==> src/hw/pbc_pkg.sv <==
// Purpose: shared constants for the paged bcd calendar clock
// Assumes: 8-bit registers, one per aligned 32-bit word on the bus
// Notes: byte address is four times the printed register index
package pbc_pkg;
  // ------------------------------------------------------------
  // register indices and byte addresses
  // ------------------------------------------------------------
  localparam logic [3:0] IDX_SEC = 4'h0;
  localparam logic [3:0] IDX_MIN = 4'h1;
  localparam logic [3:0] IDX_HOUR = 4'h2;
  localparam logic [3:0] IDX_WDAY = 4'h4;
  localparam logic [3:0] IDX_DAY = 4'h5;
  localparam logic [3:0] IDX_MON = 4'h6;
  localparam logic [3:0] IDX_YEAR = 4'h7;
  localparam logic [3:0] IDX_PAGE = 4'h8;
  localparam logic [3:0] IDX_RST = 4'hc;
  localparam int ADDR_LSB = 2;
  // ------------------------------------------------------------
  // control field positions
  // ------------------------------------------------------------
  localparam int PG_SEL = 0;
  localparam int PG_ALM_EN = 2;
  localparam int PG_CLK_EN = 3;
  localparam int PG_ADJ = 4;
  localparam int PG_INT_EN = 7;
  localparam int RS_ALM_CLR = 4;
  localparam int RS_SEC_CLR = 5;
  localparam int RS_DIS16 = 6;
  localparam int RS_DIS1 = 7;
  // ------------------------------------------------------------
  // bcd limits and reset values
  // ------------------------------------------------------------
  localparam logic [7:0] BCD_59 = 8'h59;
  localparam logic [7:0] BCD_30 = 8'h30;
  localparam logic [7:0] BCD_23 = 8'h23;
  localparam logic [7:0] BCD_11 = 8'h11;
  localparam logic [7:0] BCD_12 = 8'h12;
  localparam logic [7:0] BCD_99 = 8'h99;
  localparam logic [7:0] BCD_01 = 8'h01;
  localparam logic [7:0] BCD_00 = 8'h00;
  localparam logic [7:0] MON_FEB = 8'h02;
  localparam logic [2:0] WDAY_SAT = 3'h6;
  localparam logic [1:0] LEAP_NOW = 2'h0;
  localparam logic [5:0] PM_BIT = 6'h20;
  localparam logic [7:0] PAGE_RST = 8'h00;
  localparam logic [7:0] RST_RST = 8'hc0;
  // ------------------------------------------------------------
  // time base
  // ------------------------------------------------------------
  localparam int CLK_HZ = 10_000_000;
  localparam int SEC_S = 1;
  localparam int SEC_CYC = CLK_HZ * SEC_S;
  localparam logic [1:0] RESP_OKAY = 2'h0;
endpackage

==> src/hw/pbc_bcd_inc.sv <==
// Purpose: packed bcd increment with wrap to a floor value
// Assumes: input holds a legal bcd code no greater than the ceiling
// Notes: combinational, used for every calendar field except weekday
`timescale 1ns/10ps
module pbc_bcd_inc
  import pbc_pkg::*;
(
  input wire logic [7:0] val, // current bcd value
  input wire logic [7:0] top, // last legal value before wrap
  input wire logic [7:0] floor_val, // value after wrap
  output logic [7:0] nxt, // incremented value
  output logic wrap // high when val equals top
);
  wire [7:0] lo_inc = {val[7:4], val[3:0] + 4'h1};
  wire [7:0] hi_inc = {val[7:4] + 4'h1, 4'h0};
  assign wrap = (val == top);
  assign nxt = wrap ? floor_val : (val[3:0] == 4'h9) ? hi_inc : lo_inc;
endmodule // pbc_bcd_inc

==> src/hw/pbc_clock.sv <==
// Purpose: paged bcd calendar clock with axi4-lite register access
// Assumes: single 10 MHz clock, one-second tick derived internally
// Notes: calendar state is not reset; only control bits are
// Operation
// clock and alarm pages share addresses, chosen by page select bit
// unused window addresses read zero and ignore writes
// reset clears only control bits; time and alarm values persist
// seconds are bcd 00 to 59 in bits 6..0, bit 7 zero
// minute exists on both pages, bcd 00 to 59, bit 7 zero
// 24-hour mode keeps hours 00 to 23, bits 7..6 zero
// 12-hour mode uses bit 5 as afternoon flag, hours 0 to 11
// weekday is three bits, sunday 000 to saturday 110
// day of month is bcd 01 to 31 on both pages
// software never loads a day missing from the month
// clock page month is bcd 01 to 12, bits 7..5 zero
// alarm page month address holds hour format bit 0
// year is two bcd digits wrapping 99 to 00
// every fourth year is leap, february gets 29 days
// clock page reads return the live counter value
// software reads twice and accepts matching pairs
// software loads time and calendar before enabling the clock
// alarm page holds minute, hour, weekday, day; seconds empty
// alarm page year address holds two-bit leap phase
// adjust request sampled on second tick, rounds to nearest minute
// alarm match pulses alarm output low and raises interrupt
// counters carry seconds to minutes up to year
// clock disabled means calendar holds and takes no carries
//
// Chosen here: the AXI4-Lite register port.
`timescale 1ns/10ps
module pbc_clock
  import pbc_pkg::*;
#(
  parameter int TICK_CYC = SEC_CYC
) (
  input wire logic clk, // 10 MHz clock
  input wire logic rst_b, // synchronous reset, active low
  input wire logic [31:0] s_awaddr, // write address
  input wire logic s_awvalid, // write address valid
  output logic s_awready, // write address ready
  input wire logic [31:0] s_wdata, // write data
  input wire logic [3:0] s_wstrb, // write byte strobes
  input wire logic s_wvalid, // write data valid
  output logic s_wready, // write data ready
  output logic [1:0] s_bresp, // write response
  output logic s_bvalid, // write response valid
  input wire logic s_bready, // write response ready
  input wire logic [31:0] s_araddr, // read address
  input wire logic s_arvalid, // read address valid
  output logic s_arready, // read address ready
  output logic [31:0] s_rdata, // read data
  output logic [1:0] s_rresp, // read response
  output logic s_rvalid, // read data valid
  input wire logic s_rready, // read data ready
  output logic alarm_n, // alarm pulse, active low
  output logic clock_interrupt // interrupt pulse, active high
);
  initial begin
    if (TICK_CYC < 2) $error("TICK_CYC too small");
  end
  // ------------------------------------------------------------
  // storage
  // ------------------------------------------------------------
  logic [7:0] sec, min, hour, day;
  logic [2:0] wday;
  logic [4:0] mon;
  logic [7:0] year;
  logic [6:0] a_min;
  logic [5:0] a_hour, a_day;
  logic [2:0] a_wday;
  logic hour_format_select;
  logic [1:0] leap;
  logic [7:0] page_ctl, rst_ctl;
  logic [31:0] tick_cnt;
  logic tick;
  // ------------------------------------------------------------
  // bus handshake
  // ------------------------------------------------------------
  logic aw_hold, w_hold;
  logic [3:0] aw_idx;
  logic [7:0] w_byte;
  logic w_lane0;
  wire aw_take = s_awvalid && s_awready;
  wire w_take = s_wvalid && s_wready;
  wire do_wr = aw_hold && w_hold && !s_bvalid;
  wire ar_take = s_arvalid && s_arready;
  wire [3:0] ar_idx = s_araddr[ADDR_LSB+3:ADDR_LSB];
  wire ar_hi_zero = (s_araddr[31:ADDR_LSB+4] == '0);
  wire wr_ok = do_wr && w_lane0;
  wire pg1 = page_ctl[PG_SEL];
  function automatic logic wr_hit(input logic [3:0] idx, input logic [3:0] want);
    wr_hit = (idx == want);
  endfunction
  wire wr_sec = wr_ok && wr_hit(aw_idx, IDX_SEC) && !pg1;
  wire wr_min = wr_ok && wr_hit(aw_idx, IDX_MIN);
  wire wr_hour = wr_ok && wr_hit(aw_idx, IDX_HOUR);
  wire wr_wday = wr_ok && wr_hit(aw_idx, IDX_WDAY);
  wire wr_day = wr_ok && wr_hit(aw_idx, IDX_DAY);
  wire wr_mon = wr_ok && wr_hit(aw_idx, IDX_MON);
  wire wr_year = wr_ok && wr_hit(aw_idx, IDX_YEAR);
  wire wr_page = wr_ok && wr_hit(aw_idx, IDX_PAGE);
  wire wr_rst = wr_ok && wr_hit(aw_idx, IDX_RST);
  // ------------------------------------------------------------
  // calendar increment chain
  // ------------------------------------------------------------
  wire clk_en = page_ctl[PG_CLK_EN];
  wire step = tick && clk_en;
  wire adj_carry = page_ctl[PG_ADJ] && (sec >= BCD_30);
  wire [7:0] sec_n, min_n, day_n, mon_n, year_n, h24_n, h12_n;
  wire sec_w, min_w, day_w, mon_w, year_w, h24_w, h12_w;
  wire [7:0] day_top;
  wire [7:0] mon8 = {3'h0, mon};
  wire [7:0] h12_lo = {3'h0, hour[4:0]};
  pbc_bcd_inc u_sec (.val(sec), .top(BCD_59), .floor_val(BCD_00), .nxt(sec_n), .wrap(sec_w));
  pbc_bcd_inc u_min (.val(min), .top(BCD_59), .floor_val(BCD_00), .nxt(min_n), .wrap(min_w));
  pbc_bcd_inc u_h24 (.val(hour), .top(BCD_23), .floor_val(BCD_00), .nxt(h24_n), .wrap(h24_w));
  pbc_bcd_inc u_h12 (.val(h12_lo), .top(BCD_11), .floor_val(BCD_00), .nxt(h12_n),
    .wrap(h12_w));
  pbc_bcd_inc u_day (.val(day), .top(day_top), .floor_val(BCD_01), .nxt(day_n), .wrap(day_w));
  pbc_bcd_inc u_mon (.val(mon8), .top(BCD_12), .floor_val(BCD_01), .nxt(mon_n), .wrap(mon_w));
  pbc_bcd_inc u_year (.val(year), .top(BCD_99), .floor_val(BCD_00), .nxt(year_n),
    .wrap(year_w));
  // month length from month and leap phase
  wire is_31 = (mon8 == 8'h01) || (mon8 == 8'h03) || (mon8 == 8'h05) || (mon8 == 8'h07)
    || (mon8 == 8'h08) || (mon8 == 8'h10) || (mon8 == BCD_12);
  wire [7:0] feb_top = (leap == LEAP_NOW) ? 8'h29 : 8'h28;
  assign day_top = (mon8 == MON_FEB) ? feb_top : is_31 ? 8'h31 : 8'h30;
  // carry enables
  wire sec_roll = step && (sec_w || adj_carry);
  wire hr_c = sec_roll && min_w;
  wire hr_w = hour_format_select ? h24_w : (h12_w && hour[5]);
  wire day_c = hr_c && hr_w;
  wire mon_c = day_c && day_w;
  wire year_c = mon_c && mon_w;
  wire [7:0] hour_next = hour_format_select ? h24_n :
    {2'h0, (h12_w ? ~hour[5] : hour[5]), h12_n[4:0]};
  // ------------------------------------------------------------
  // tick and counters
  // ------------------------------------------------------------
  assign tick = (tick_cnt == 32'(TICK_CYC - 1));
  always_ff @(posedge clk) begin
    if (!rst_b || rst_ctl[RS_SEC_CLR] || tick) tick_cnt <= '0;
    else tick_cnt <= tick_cnt + 32'h1;
  end
  // no reset on time registers: contents survive system reset
  always_ff @(posedge clk) begin
    if (wr_sec) sec <= {1'b0, w_byte[6:0]};
    else if (rst_ctl[RS_SEC_CLR] || (step && page_ctl[PG_ADJ])) sec <= BCD_00;
    else if (step) sec <= sec_n;
    if (wr_min && !pg1) min <= {1'b0, w_byte[6:0]};
    else if (sec_roll) min <= min_n;
    if (wr_hour && !pg1) hour <= {2'h0, w_byte[5:0]};
    else if (hr_c) hour <= hour_next;
    if (wr_wday && !pg1) wday <= w_byte[2:0];
    else if (day_c) wday <= (wday == WDAY_SAT) ? 3'h0 : wday + 3'h1;
    if (wr_day && !pg1) day <= {2'h0, w_byte[5:0]};
    else if (day_c) day <= day_n;
    if (wr_mon && !pg1) mon <= w_byte[4:0];
    else if (mon_c) mon <= mon_n[4:0];
    if (wr_year && !pg1) year <= w_byte;
    else if (year_c) year <= year_n;
    if (wr_year && pg1) leap <= w_byte[1:0];
    else if (year_c) leap <= leap + 2'h1;
    if (wr_mon && pg1) hour_format_select <= w_byte[0];
  end
  always_ff @(posedge clk) begin
    if (rst_b && rst_ctl[RS_ALM_CLR]) begin
      a_min <= 7'h0;
      a_hour <= 6'h0;
      a_day <= 6'h01;
      a_wday <= 3'h0;
    end else begin
      if (wr_min && pg1) a_min <= w_byte[6:0];
      if (wr_hour && pg1) a_hour <= w_byte[5:0];
      if (wr_day && pg1) a_day <= w_byte[5:0];
      if (wr_wday && pg1) a_wday <= w_byte[2:0];
    end
  end
  // ------------------------------------------------------------
  // control registers
  // ------------------------------------------------------------
  always_ff @(posedge clk) begin
    if (!rst_b) begin
      page_ctl <= PAGE_RST;
      rst_ctl <= RST_RST;
    end else begin
      if (wr_page) page_ctl <= {w_byte[7], 2'h0, w_byte[4] | page_ctl[PG_ADJ],
        w_byte[3:2], 1'b0, w_byte[0]};
      else if (step) page_ctl[PG_ADJ] <= 1'b0;
      if (wr_rst) rst_ctl <= {w_byte[7:4], 4'h0};
      else begin
        rst_ctl[RS_SEC_CLR] <= 1'b0;
        rst_ctl[RS_ALM_CLR] <= 1'b0;
      end
    end
  end
  // ------------------------------------------------------------
  // alarm match
  // ------------------------------------------------------------
  wire match = (min[6:0] == a_min) && (hour[5:0] == a_hour) && (day[5:0] == a_day)
    && (wday == a_wday);
  wire alm_hit = page_ctl[PG_ALM_EN] && step && match && (sec == BCD_00);
  always_ff @(posedge clk) begin
    if (!rst_b) begin
      alarm_n <= 1'b1;
      clock_interrupt <= 1'b0;
    end else begin
      alarm_n <= !alm_hit;
      clock_interrupt <= alm_hit && page_ctl[PG_INT_EN];
    end
  end
  // ------------------------------------------------------------
  // read mux
  // ------------------------------------------------------------
  logic [7:0] rd_byte;
  always_comb begin
    rd_byte = 8'h00;
    if (ar_hi_zero) begin
      unique case (ar_idx)
        IDX_SEC: rd_byte = pg1 ? 8'h00 : {1'b0, sec[6:0]};
        IDX_MIN: rd_byte = pg1 ? {1'b0, a_min} : {1'b0, min[6:0]};
        IDX_HOUR: rd_byte = pg1 ? {2'h0, a_hour} : {2'h0, hour[5:0]};
        IDX_WDAY: rd_byte = pg1 ? {5'h0, a_wday} : {5'h0, wday};
        IDX_DAY: rd_byte = pg1 ? {2'h0, a_day} : {2'h0, day[5:0]};
        IDX_MON: rd_byte = pg1 ? {7'h0, hour_format_select} : {3'h0, mon};
        IDX_YEAR: rd_byte = pg1 ? {6'h0, leap} : year;
        IDX_PAGE: rd_byte = page_ctl;
        IDX_RST: rd_byte = rst_ctl;
        default: rd_byte = 8'h00;
      endcase
    end
  end
  always_ff @(posedge clk) begin
    if (!rst_b) begin
      aw_hold <= 1'b0;
      w_hold <= 1'b0;
      aw_idx <= 4'h0;
      w_byte <= 8'h00;
      w_lane0 <= 1'b0;
      s_bvalid <= 1'b0;
      s_rvalid <= 1'b0;
      s_rdata <= '0;
    end else begin
      if (aw_take) begin
        aw_hold <= 1'b1;
        aw_idx <= (s_awaddr[31:ADDR_LSB+4] == '0) ? s_awaddr[ADDR_LSB+3:ADDR_LSB] : 4'hf;
      end else if (do_wr) aw_hold <= 1'b0;
      if (w_take) begin
        w_hold <= 1'b1;
        w_byte <= s_wdata[7:0];
        w_lane0 <= s_wstrb[0];
      end else if (do_wr) w_hold <= 1'b0;
      if (do_wr) s_bvalid <= 1'b1;
      else if (s_bready) s_bvalid <= 1'b0;
      if (ar_take) begin
        s_rvalid <= 1'b1;
        s_rdata <= {24'h0, rd_byte};
      end else if (s_rready) s_rvalid <= 1'b0;
    end
  end
  assign s_awready = !aw_hold && !s_bvalid && rst_b;
  assign s_wready = !w_hold && !s_bvalid && rst_b;
  assign s_arready = !s_rvalid && rst_b;
  assign s_bresp = RESP_OKAY;
  assign s_rresp = RESP_OKAY;
  // ------------------------------------------------------------
  // checks
  // ------------------------------------------------------------
  property p_sec_range;
    @(posedge clk) disable iff (!rst_b) (sec <= BCD_59) |=> (sec <= BCD_59);
  endproperty
  a_sec_range: assert property (p_sec_range) else $error("seconds left range");
  property p_hold;
    // case equality: calendar is unset after power-up and must not trip this
    @(posedge clk) disable iff (!rst_b) (!clk_en && !wr_ok) |=>
      (min === $past(min)) && (day === $past(day));
  endproperty
  a_hold: assert property (p_hold) else $error("calendar moved while disabled");
  property p_unused;
    @(posedge clk) disable iff (!rst_b) ar_take && ar_hi_zero && (ar_idx == 4'h3) |=>
      s_rvalid && (s_rdata == 32'h0);
  endproperty
  a_unused: assert property (p_unused) else $error("unused address not zero");
  property p_carry;
    @(posedge clk) disable iff (!rst_b) step && (sec == BCD_59) && !page_ctl[PG_ADJ] && !wr_ok
      |=> (sec == BCD_00) && (min != $past(min));
  endproperty
  a_carry: assert property (p_carry) else $error("no minute carry");
  property p_adj;
    @(posedge clk) disable iff (!rst_b) step && page_ctl[PG_ADJ] && (sec < BCD_30) && !wr_ok
      |=> (sec == BCD_00) && $stable(min) && !page_ctl[PG_ADJ];
  endproperty
  a_adj: assert property (p_adj) else $error("adjust low half wrong");
  property p_alarm;
    @(posedge clk) disable iff (!rst_b) alm_hit |=> !alarm_n ##1 alarm_n;
  endproperty
  a_alarm: assert property (p_alarm) else $error("alarm pulse wrong");
  property p_pagesel;
    @(posedge clk) disable iff (!rst_b) ar_take && pg1 && (ar_idx == IDX_SEC) && ar_hi_zero
      |=> s_rdata == 32'h0;
  endproperty
  a_pagesel: assert property (p_pagesel) else $error("alarm page seconds not empty");
  property p_year;
    @(posedge clk) disable iff (!rst_b) year_c && (year == BCD_99) && !wr_ok |=> year == BCD_00;
  endproperty
  a_year: assert property (p_year) else $error("year wrap wrong");
  c_alarm: cover property (@(posedge clk) alm_hit);
  c_year: cover property (@(posedge clk) year_c);
  c_adj: cover property (@(posedge clk) step && adj_carry);
endmodule // pbc_clock

==> config.mk <==
export PLATFORM = sky130hd
export DESIGN_NAME = pbc_clock
export DESIGN_NICKNAME = d
export VERILOG_FILES = /design/src/hw/pbc_pkg.sv /design/src/hw/pbc_bcd_inc.sv /design/src/hw/pbc_clock.sv
export SDC_FILE = /design/constraint.sdc
export NUM_CORES = 1
export LEC_CHECK = 0
export BUFFER_PORTS_ARGS = -buffer_cell sky130_fd_sc_hd__buf_2
export CORE_UTILIZATION = 45
export CTS_BUF_LIST = sky130_fd_sc_hd__clkbuf_2
export DETAILED_ROUTE_END_ITERATION = 16
export PLACE_DENSITY = 0.67
export SLEW_MARGIN = 40
export SYNTH_ARGS = -nofsm -noshare
export SYNTH_HDL_FRONTEND = slang
export SYNTH_SLANG_ARGS = --single-unit
==> constraint.sdc <==
create_clock -name clk -period 3.3 [get_ports clk]
set_input_delay 0.33 -clock clk [delete_from_list [all_inputs] [get_ports clk]]
set_output_delay 0.33 -clock clk [all_outputs]
set_load 0.01 [all_outputs]
==> results by stage, run 1 <==
Worst setup path:
- The stage delay of the slowest cell on the critical path is 0.57 ns.
- In this design, the largest share of critical-path delay is due to simple AND/OR/NAND/NOR gates.
- The data required time at the worst endpoint is ~3.8 ns.
- STA classifies the critical path endpoint as a register.
- The worst setup path is launched from a register.
- The worst register-to-register path begins at mon[3].
- The critical path buffer and inverter count is 1.
- The signal arrival time at the worst endpoint is between 3 and 4 ns.
- Across all register-to-register paths, the minimum setup slack is around 0.31 ns.
- In this run the worst path has a maximum fanout of 8.
- The largest individual stage delay along the critical path comes from the cell or4b_1.
- The start point of the critical path is mon[3].
- In this design, the critical path's most frequently occurring cell is or4b_1.
- The critical path goes through or4b_1, or4b_1, a21oi_1, nand2_1, o41ai_2, buf_4.
- The class of the most critical setup path is register to register.

STA:
- Counting I/O delays and the setup requirement, the final critical path takes approximately 3 ns.
- The smallest hold slack is ~0.15 ns.
- The final worst-path cycle share is between 90% and 100%.
- Setup repair after global routing left no endpoint under its margin.
- The final max-slew violation count was 0.
- The final hold violation count is 0.
- The transition time at the pin with the least slew margin is 0.8432 ns.
- Setup violations remaining at the end of the flow were counted as 0.
- For the final database, setup skew stands at ~0.043 ns.
- In this run the tightest slew margin relative to its limit is between 40% and 50%.
- Adding up every negative setup slack in the final design gives 0 ns.
- Based on the critical path, the design can be clocked at up to 334.8 MHz.

Power:
- IR analysis of the VDD net gives a maximum drop of between 0.0002 and 0.00025 V.
- Combinational logic burns under 10% of the power.
- The share of total power in the clock network is roughly 30%.
- The fraction of power consumed by sequential logic is around 62%.
- Summed over all nets, the switching power comes to 0.7937 mW.
- The switching power as a share of total power is roughly 27%.
- The cell leakage power is between 3 and 4 nW.
- The cell-internal power is 2.170 mW.
- The power density normalized to cell area is 311.4 nW/µm².

Drt:
- The sum of met3 wire segment lengths after detailed routing is around 1300 µm.
- The number of vias in the routed layout is around 7,400.
- The count of nets left with antenna violations after detail routing is 0.
- The routed length on met2 is approximately 11,000 µm.
- The iteration-0 DRC count of the detailed router is about 740.
- In the final routing, the length of wire on met1 measures 10,370 µm.
- In the final routed layout, each cell accounts on average for ~18 µm.
- The wire length after detailed routing is 23,050 µm.
- The topmost layer with routed signal wires is met4.
- Before antenna repair, the detailed router went through 13 iterations.
- In the routed layout, each cell is associated on average with a via count of about 5.7.
- For this run, design rule violations remaining after detail routing come to 0.

Die:
- From bottom edge to top edge, the die measures about 140 µm.
- The total area inside the core boundary comes to around 18,000 µm².
- 150 I/O pins were placed.
- In this run the core area contains 49 standard-cell rows.
- The width of the chip is ~140 µm.
- The effective utilization at floorplan is 46.46%.
- The die covers approximately 19,000 µm².

Clock network:
- The maximum clock insertion buffer count is 2.
- The clock reaches the later pin of the worst-skew pair after ~0.75 ns.
- The clock buffer count from CTS is 17.
- The TritonCTS clock tree is yes.
- The count of buffers added by post-CTS timing repair for setup is 0.
- The H-tree depth is 4.
- The number of sinks driven by the clock tree is approximately 140.
- The clock transition at the registers of the reported paths is 0.20 ns.
- Clock tree synthesis selected as its root buffer the cell clkbuf_2.

Synthesis:
- Averaged over all synthesized cells, the footprint is a little under 9 µm².
- In this run the cell area of the synthesized design comes to about 8400 µm².
- The synthesized design contains between 100 and 150 register bits.
- The sequential fraction of the synthesis area is about two fifths.
- In the synthesized netlist the async set-or-reset flop fraction comes to 0%.
- In the synthesized netlist, the number of instances is approximately 940.
- Sorting the synthesized cells by area gives the leading types as dfxtp_1, edfxtp_1, mux2i_1.
- After synthesis, the netlist uses between 70 and 80 different library cells.
- The leading area contributor after synthesis is dfxtp_1.
- The number of synthesized flops with an enable pin is 45.
- The count of warnings emitted by yosys is 0.
- The top flip-flop cell by instance count after synthesis is dfxtp_1.
- The portion of synthesized cell area occupied by the leading cell type is 22.79%.

Flow run:
- The number of maximum-capacitance violations is 0.

Global routing:
- The wire length of the first global-routing pass is 36,090 µm.
- The number of global-route vias before repair is between 6,000 and 7,000.
- Entering global routing, the biggest net connects 32 pins.
- The overall track demand over capacity in global routing is approximately a quarter.
- The number of antenna violations at the first check in global routing is 0.
- For this run the aggregate overflow at the end of global routing stands at 0.

Min path:
- The path class of the tightest hold or removal check is input pin to register.
- In this run the most critical hold path is launched from s_araddr[27].

Placement:
- The number of input and output port buffers inserted is 90.
- Detailed placement ended at an HPWL of between 15,000 and 20,000 µm.
- The weighted congestion reported at the end of routability-driven placement is 0.8507.

Status:
- The run finished with clean final reports.

Finish:
- The final layout contains about 1,200 nets.
- Relative to the synthesized area, the layout overhead comes to 12.88%.
- The number of diodes added for antenna fixing is 0.
- Cells with a size suffix above 1 make up approximately 16% of the layout.
-- worst min-delay path: stages --
cell,delay [ns]
buf_2,0.07
nor4_1,0.03
nand4b_1,0.08
a211o_1,0.22
o21ai_0,0.11
-- Yosys cell counts (all sizes together) (3+ instances only) --
cell type / instances
a211o: 3
a211oi: 5
a21boi: 13
a21oi: 33
a221oi: 3
a22o: 9
a22oi: 3
a31oi: 3
a32o: 10
and2: 17
and3: 11
and4: 6
buf: 34
clkbuf: 42
dfxtp: 96
edfxtp: 45
ha: 23
inv: 37
mux2: 11
mux2i: 35
nand2: 91
nand2b: 13
nand3: 25
nand3b: 9
nand4: 24
nor2: 71
nor2b: 12
nor3: 14
nor3b: 3
nor4: 39
nor4b: 6
nor4bb: 3
o211a: 3
o211ai: 3
o21ai: 48
o22ai: 6
o31ai: 20
or2: 4
or3: 5
or4: 6
or4b: 7
xnor2: 28
xor2: 35
-- power by group through the flow --
stage	combinational (mW)	clock, mW	sequential (mW)
2_1_floorplan	0.143	0	1.85
3_3_place_gp	0.182	0	1.87
3_5_place_dp	0.183	0	1.87
4_1_cts	0.215	0.924	1.84
5_1_grt	0.242	0.994	1.84
6_report	0.220	0.906	1.84
-- kinds of logic after synthesis --
group / Yosys count / share of synthesized area [%]
AOI/OAI and AO/OA: 182 / 14.68
xor gates and xnor gates: 63 / 6.544
adders and majority gates: 23 / 3.413
other: 1 / 0.04447
and+or+nand+nor: 375 / 24.54
muxes: 46 / 5.624
DFF: 141 / 38.82
buffers and inverters: 113 / 6.336
-- flip-flops by register name (all words and copies together) (netlist names), 2 cells and up --
register	count
mon	5
w_byte	8
page_ctl	5
a_hour	6
year	8
leap	2
a_day	6
a_wday	3
tick_cnt	32
wday	3
sec	8
s_rdata	8
aw_idx	4
min	8
rst_ctl	4
a_min	7
day	8
hour	8
-- routing by layer --
layer	GRT usage (%)	vias to the layer above
li1	-	3618
met1	31.43	3534
met2	39.21	237
met3	3.798	41
met4	9.064	0
met5	0	-
-- repair_timing --
action | in CTS | in global routing
hold buffers | 33 | 0
setup endpoints to repair | 0 | 0
hold endpoints to repair | 17 | 0
gates resized for setup | 0 | 0
-- cells in the final DEF, fill, tap and decap left out, drive strengths merged, types with 35 or more instances in the layout --
master	n
nor2	71
o21ai	48
nor4	39
mux2i	35
edfxtp	45
inv	39
buf	106
xor2	35
nand2	91
dfxtp	96
-- through the flow --
stage	cells	power (mW)	instance area, µm²	util, %	setup WS [ns]
6_report	1295	2.964	9518	52.45	0.3128
5_1_grt	1295	3.076	9518	52.45	0.1538
4_1_cts	1295	2.975	9517	52.44	0.3101
3_5_place_dp	1230	2.054	9004	49.61	0.3888
3_3_place_gp	1230	2.053	8995	49.57	0.4031
2_1_floorplan	971	1.988	8533	-	0.6021
-- layout make-up --
class,count,area (µm²)
clock buffers,21,105.1
clock inverters,11,77.57
fillers,1693,8630
inverters,37,138.9
multi-input cells,717,4736
flip-flops and latches,141,3273
well taps,229,286.5
repair buffers,139,900.9
-- path summary, 6_finish.rpt --
path / end / depth (start not counted)
min: s_rdata[2] / 5
max reg2reg: year[7] / 6
max: year[7] / 6
min reg2reg: tick_cnt[0] / 1
No activity file was read; power rests on OpenSTA's default activity.
==> run 2: changes to the inputs <==
--- a/config.mk
+++ b/config.mk
@@ -9,7 +9,7 @@
 export CORE_UTILIZATION = 45
 export CTS_BUF_LIST = sky130_fd_sc_hd__clkbuf_2
 export DETAILED_ROUTE_END_ITERATION = 16
-export PLACE_DENSITY = 0.67
+export PLACE_DENSITY = 0.76
 export SLEW_MARGIN = 40
 export SYNTH_ARGS = -nofsm -noshare
 export SYNTH_HDL_FRONTEND = slang
==> constraint.sdc (replaced) <==
create_clock -name clk -period 2.43 [get_ports clk]
set_input_delay 0.243 -clock clk [delete_from_list [all_inputs] [get_ports clk]]
set_output_delay 0.243 -clock clk [all_outputs]
set_load 0.01 [all_outputs]
==> run 2 against run 1 <==
Effect of this change:
- the flow now finishes with violations (negative setup slack)
- fmax up 18%
- power increased by 44%
- critical path type unchanged
- worst hold slack lost 0.0078 ns
- utilization is 4.3 points higher
- count of clock-buffer cells in the layout down 4
- highest routed layer unchanged
- combinational power up 51%
- global-route usage increased by 1.3 points
- non-clock buffer count increased by 78
- critical path depth unchanged
- setup slack worse by 0.41 ns
==> results by stage, run 2 (same netlist as run 1, synthesis figures left out) <==
Status:
- Outcome: finished with violations (was finished, final reports clean).
- The final reports fail on negative setup slack.

STA:
- The worst-case clock skew came to 0.05762 ns (was 0.04305 ns).
- The post-route worst setup slack is -0.09572 ns (was 0.3128 ns).
- The transition time at the pin with the least slew margin is 0.8615 ns (was 0.8432 ns).
- The final number of setup-violating endpoints is 9 (was 0).
- The headroom to the max-slew limit is 42.49% (was 43.71%).
- The final max-slew violation count was 0 (unchanged).
- The sum of negative setup slack came to -0.6666 ns (was 0 ns).
- The final hold violation count is 0 (unchanged).
- Setup repair after global routing missed its margin: true (was false).
- The final worst-path cycle share is 103.9% (was 90.52%).
- The upper clock frequency limit is 395.9 MHz (was 334.8 MHz).
- The final critical-path required period is 2.526 ns (was 2.987 ns).

Die:
- The area of the die came to 19,290 µm² (unchanged).
- The effective utilization at floorplan is 46.46% (unchanged).
- The number of placement rows came to 49 (unchanged).
- The number of primary I/O pins is 150 (unchanged).
- The area of the placeable core is 18,150 µm² (unchanged).
- The vertical die dimension is 138.9 µm (unchanged).
- The width of the chip was 138.9 µm (unchanged).

Worst setup path:
- The worst-path cell with the longest stage delay is or4b_4 (was or4b_1).
- The depth of the worst register-to-register path is 6 (unchanged).
- The capturing element type of the critical path is a register (unchanged).
- The start point of the critical path is mon[2] (was mon[3]).
- The kind of start point of the critical path is a register (unchanged).
- The data required time at the worst endpoint came to 2.89 ns (was 3.76 ns).
- The signal arrival time at the worst endpoint is 2.98 ns (was 3.45 ns).
- The stage delay of the slowest cell on the critical path is 0.53 ns (was 0.57 ns).
- The largest fanout of any net on the critical path came to 6 (was 8).
- The startpoint of the lowest-slack register-to-register path was mon[2] (was mon[3]).
- The cell repeated most along the worst path is or4b_4 (was or4b_1).
- Critical path cell sequence: or4b_4, or4b_4, a21oi_4, nand2_4, buf_4, o31ai_4 (was or4b_1, or4b_1, a21oi_1, nand2_1, o41ai_2, buf_4).
- The class of the most critical setup path is register to register (unchanged).

Finish:
- The synthesis-to-finish area growth was 22.04% (was 12.88%).
- The number of nets in the layout came to 1,261 (was 1,183).
- The most common cell after layout, fill and taps aside was dfxtp_1 (unchanged).
- The number of fillers in the final layout is 1,561 (was 1,693).
- The share of layout cells above drive strength 1 is 22.29% (was 15.67%).
- The largest register by flop count is tick_cnt (unchanged).
- The flip-flop count of the largest register after layout came to 32 (unchanged).
- Most frequent cells in the layout: dfxtp_1, nand2_1, buf_2 (unchanged).
- The final non-filler cell total was 1,376 (was 1,295).

Drt:
- The count of nets left with antenna violations after detail routing came to 0 (unchanged).
- The final routed DRC violation total is 0 (unchanged).
- The via density per instance is 5.841 (was 5.737).
- The number of vias in the routed layout is 8,037 (was 7,430).
- The wire length per cell after detailed routing is 17.72 µm (was 17.80 µm).
- The wire length after detailed routing is 24,380 µm (was 23,050 µm).
- The iteration-0 DRC count of the detailed router was 806 (was 737).
- The number of detailed-routing iterations run before antenna repair is 7 (was 13).

Placement:
- The weighted congestion reported at the end of routability-driven placement is 0.9218 (was 0.8507).
- The cell total after placement is 1,292 (was 1,230).
- The placed wire-length estimate is 16,860 µm (was 16,180 µm).
- The post-place setup slack is -0.1067 ns (was 0.3888 ns).
- The number of input and output port buffers inserted is 90 (unchanged).

Power:
- The power density normalized to cell area is 414.0 nW/µm² (was 311.4 nW/µm²).
- The peak ir drop on the vdd network is 0.0003716 V (was 0.0002497 V).
- The total power is 4.260 mW (was 2.964 mW).
- The cell leakage power is 3.931 nW (was 3.516 nW).

Clock network:
- The maximum clock insertion buffer count is 2 (unchanged).
- The clock transition at the registers of the reported paths is 0.25 ns (was 0.20 ns).
- The CTS root buffer is clkbuf_2 (unchanged).
- The TritonCTS clock tree is yes (unchanged).
- The clock latency at the later pin of the worst-skew pair is 0.76 ns (was 0.75 ns).
- The number of sinks driven by the clock tree is 141 (unchanged).
- The clock buffer count from CTS is 17 (unchanged).
- The H-tree depth is 4 (unchanged).

Global routing:
- The number of antenna violations at the first check in global routing is 3 (was 0).
- The overall track demand over capacity in global routing came to 25.10% (was 23.82%).
- The wire length of the first global-routing pass was 38,340 µm (was 36,090 µm).
- The number of global-route vias before repair is 7,556 (was 6,772).
- The remaining global-route overflow is 0 (unchanged).
- The maximum number of pins on one net before global-route repair is 28 (was 32).

Min path:
- The startpoint of the worst hold path is s_araddr[5] (was s_araddr[27]).
- The worst min-delay path category was input pin to register (unchanged).
- The number of instances on the worst hold path is 4 (was 5).

Flow run:
- The number of maximum-capacitance violations is 0 (unchanged).
[run 2: changes by cell type in the layout (fill, tap and decap cells not counted), sizes merged]
cell,before,now
buf,106,176
dlygate4sd3,33,41
inv,39,45
clkbuf,21,17
diode,0,3
clkinv,7,6
clkinvlp,1,0
[run 2: report_power, final]
group / total [mW] / internal [mW] / switching, mW
Sequential: 2.49 / 2.44 / 0.0484
Clock: 1.44 / 0.411 / 1.03
Combinational: 0.332 / 0.158 / 0.174
Total: 4.26 / 3.01 / 1.25
[run 2: cell type report]
| class | count | area, µm² | area share [%] |
|---|---|---|---|
| Multi-Input combinational cell | 717 | 4813 | 46.78 |
| Sequential cell | 141 | 3277 | 31.85 |
| Timing Repair Buffer | 217 | 1531 | 14.88 |
| Tap cell | 229 | 286.5 | 2.785 |
| Clock inverter | 15 | 150.1 | 1.459 |
| Inverter | 37 | 138.9 | 1.350 |
| Clock buffer | 17 | 85.08 | 0.8268 |
| Antenna cell | 3 | 7.507 | 0.07296 |
[run 2: metrics by stage]
step	cell area (µm²)	hold slack, ns	utilization (%)
after floorplan	8561	0.3706	-
after global placement	9507	0.4268	52.39
after detailed placement	9507	0.4311	52.39
after CTS	10190	0.07845	56.16
after global routing	10290	0.1372	56.69
final	10290	0.1397	56.70
[run 2: path summary, 6_finish.rpt]
| check | endpoint | slack (ns) |
|---|---|---|
| min reg2reg | tick_cnt[0] | 0.45 |
| min | s_rdata[1] | 0.14 |
| max | leap[1] | -0.1 |
| max reg2reg | leap[1] | -0.1 |
[run 2: worst max-delay path: cells and delay by family (launching register included)]
family	cells	cell delay, ns
simple gates	3	1.15
compound gates	2	0.44
buf+inv	1	0.18
flops	1	0.47
[run 2: timing repair]
action                                  in CTS  in global routing
endpoints found under the setup margin      22                 32
setup buffers                                1                  7
hold buffers                                41                  0
hold endpoints to repair                    24                  0
pin swaps                                    6                  7
resized for setup                            7                  9
[run 2: per-layer routing]
metal | track usage (%) | part of all wire [%]
met1 | 30.87 | 41
met2 | 43.06 | 48
met3 | 4.351 | 7.5
met4 | 11.11 | 3.7
met5 | 0 | 0
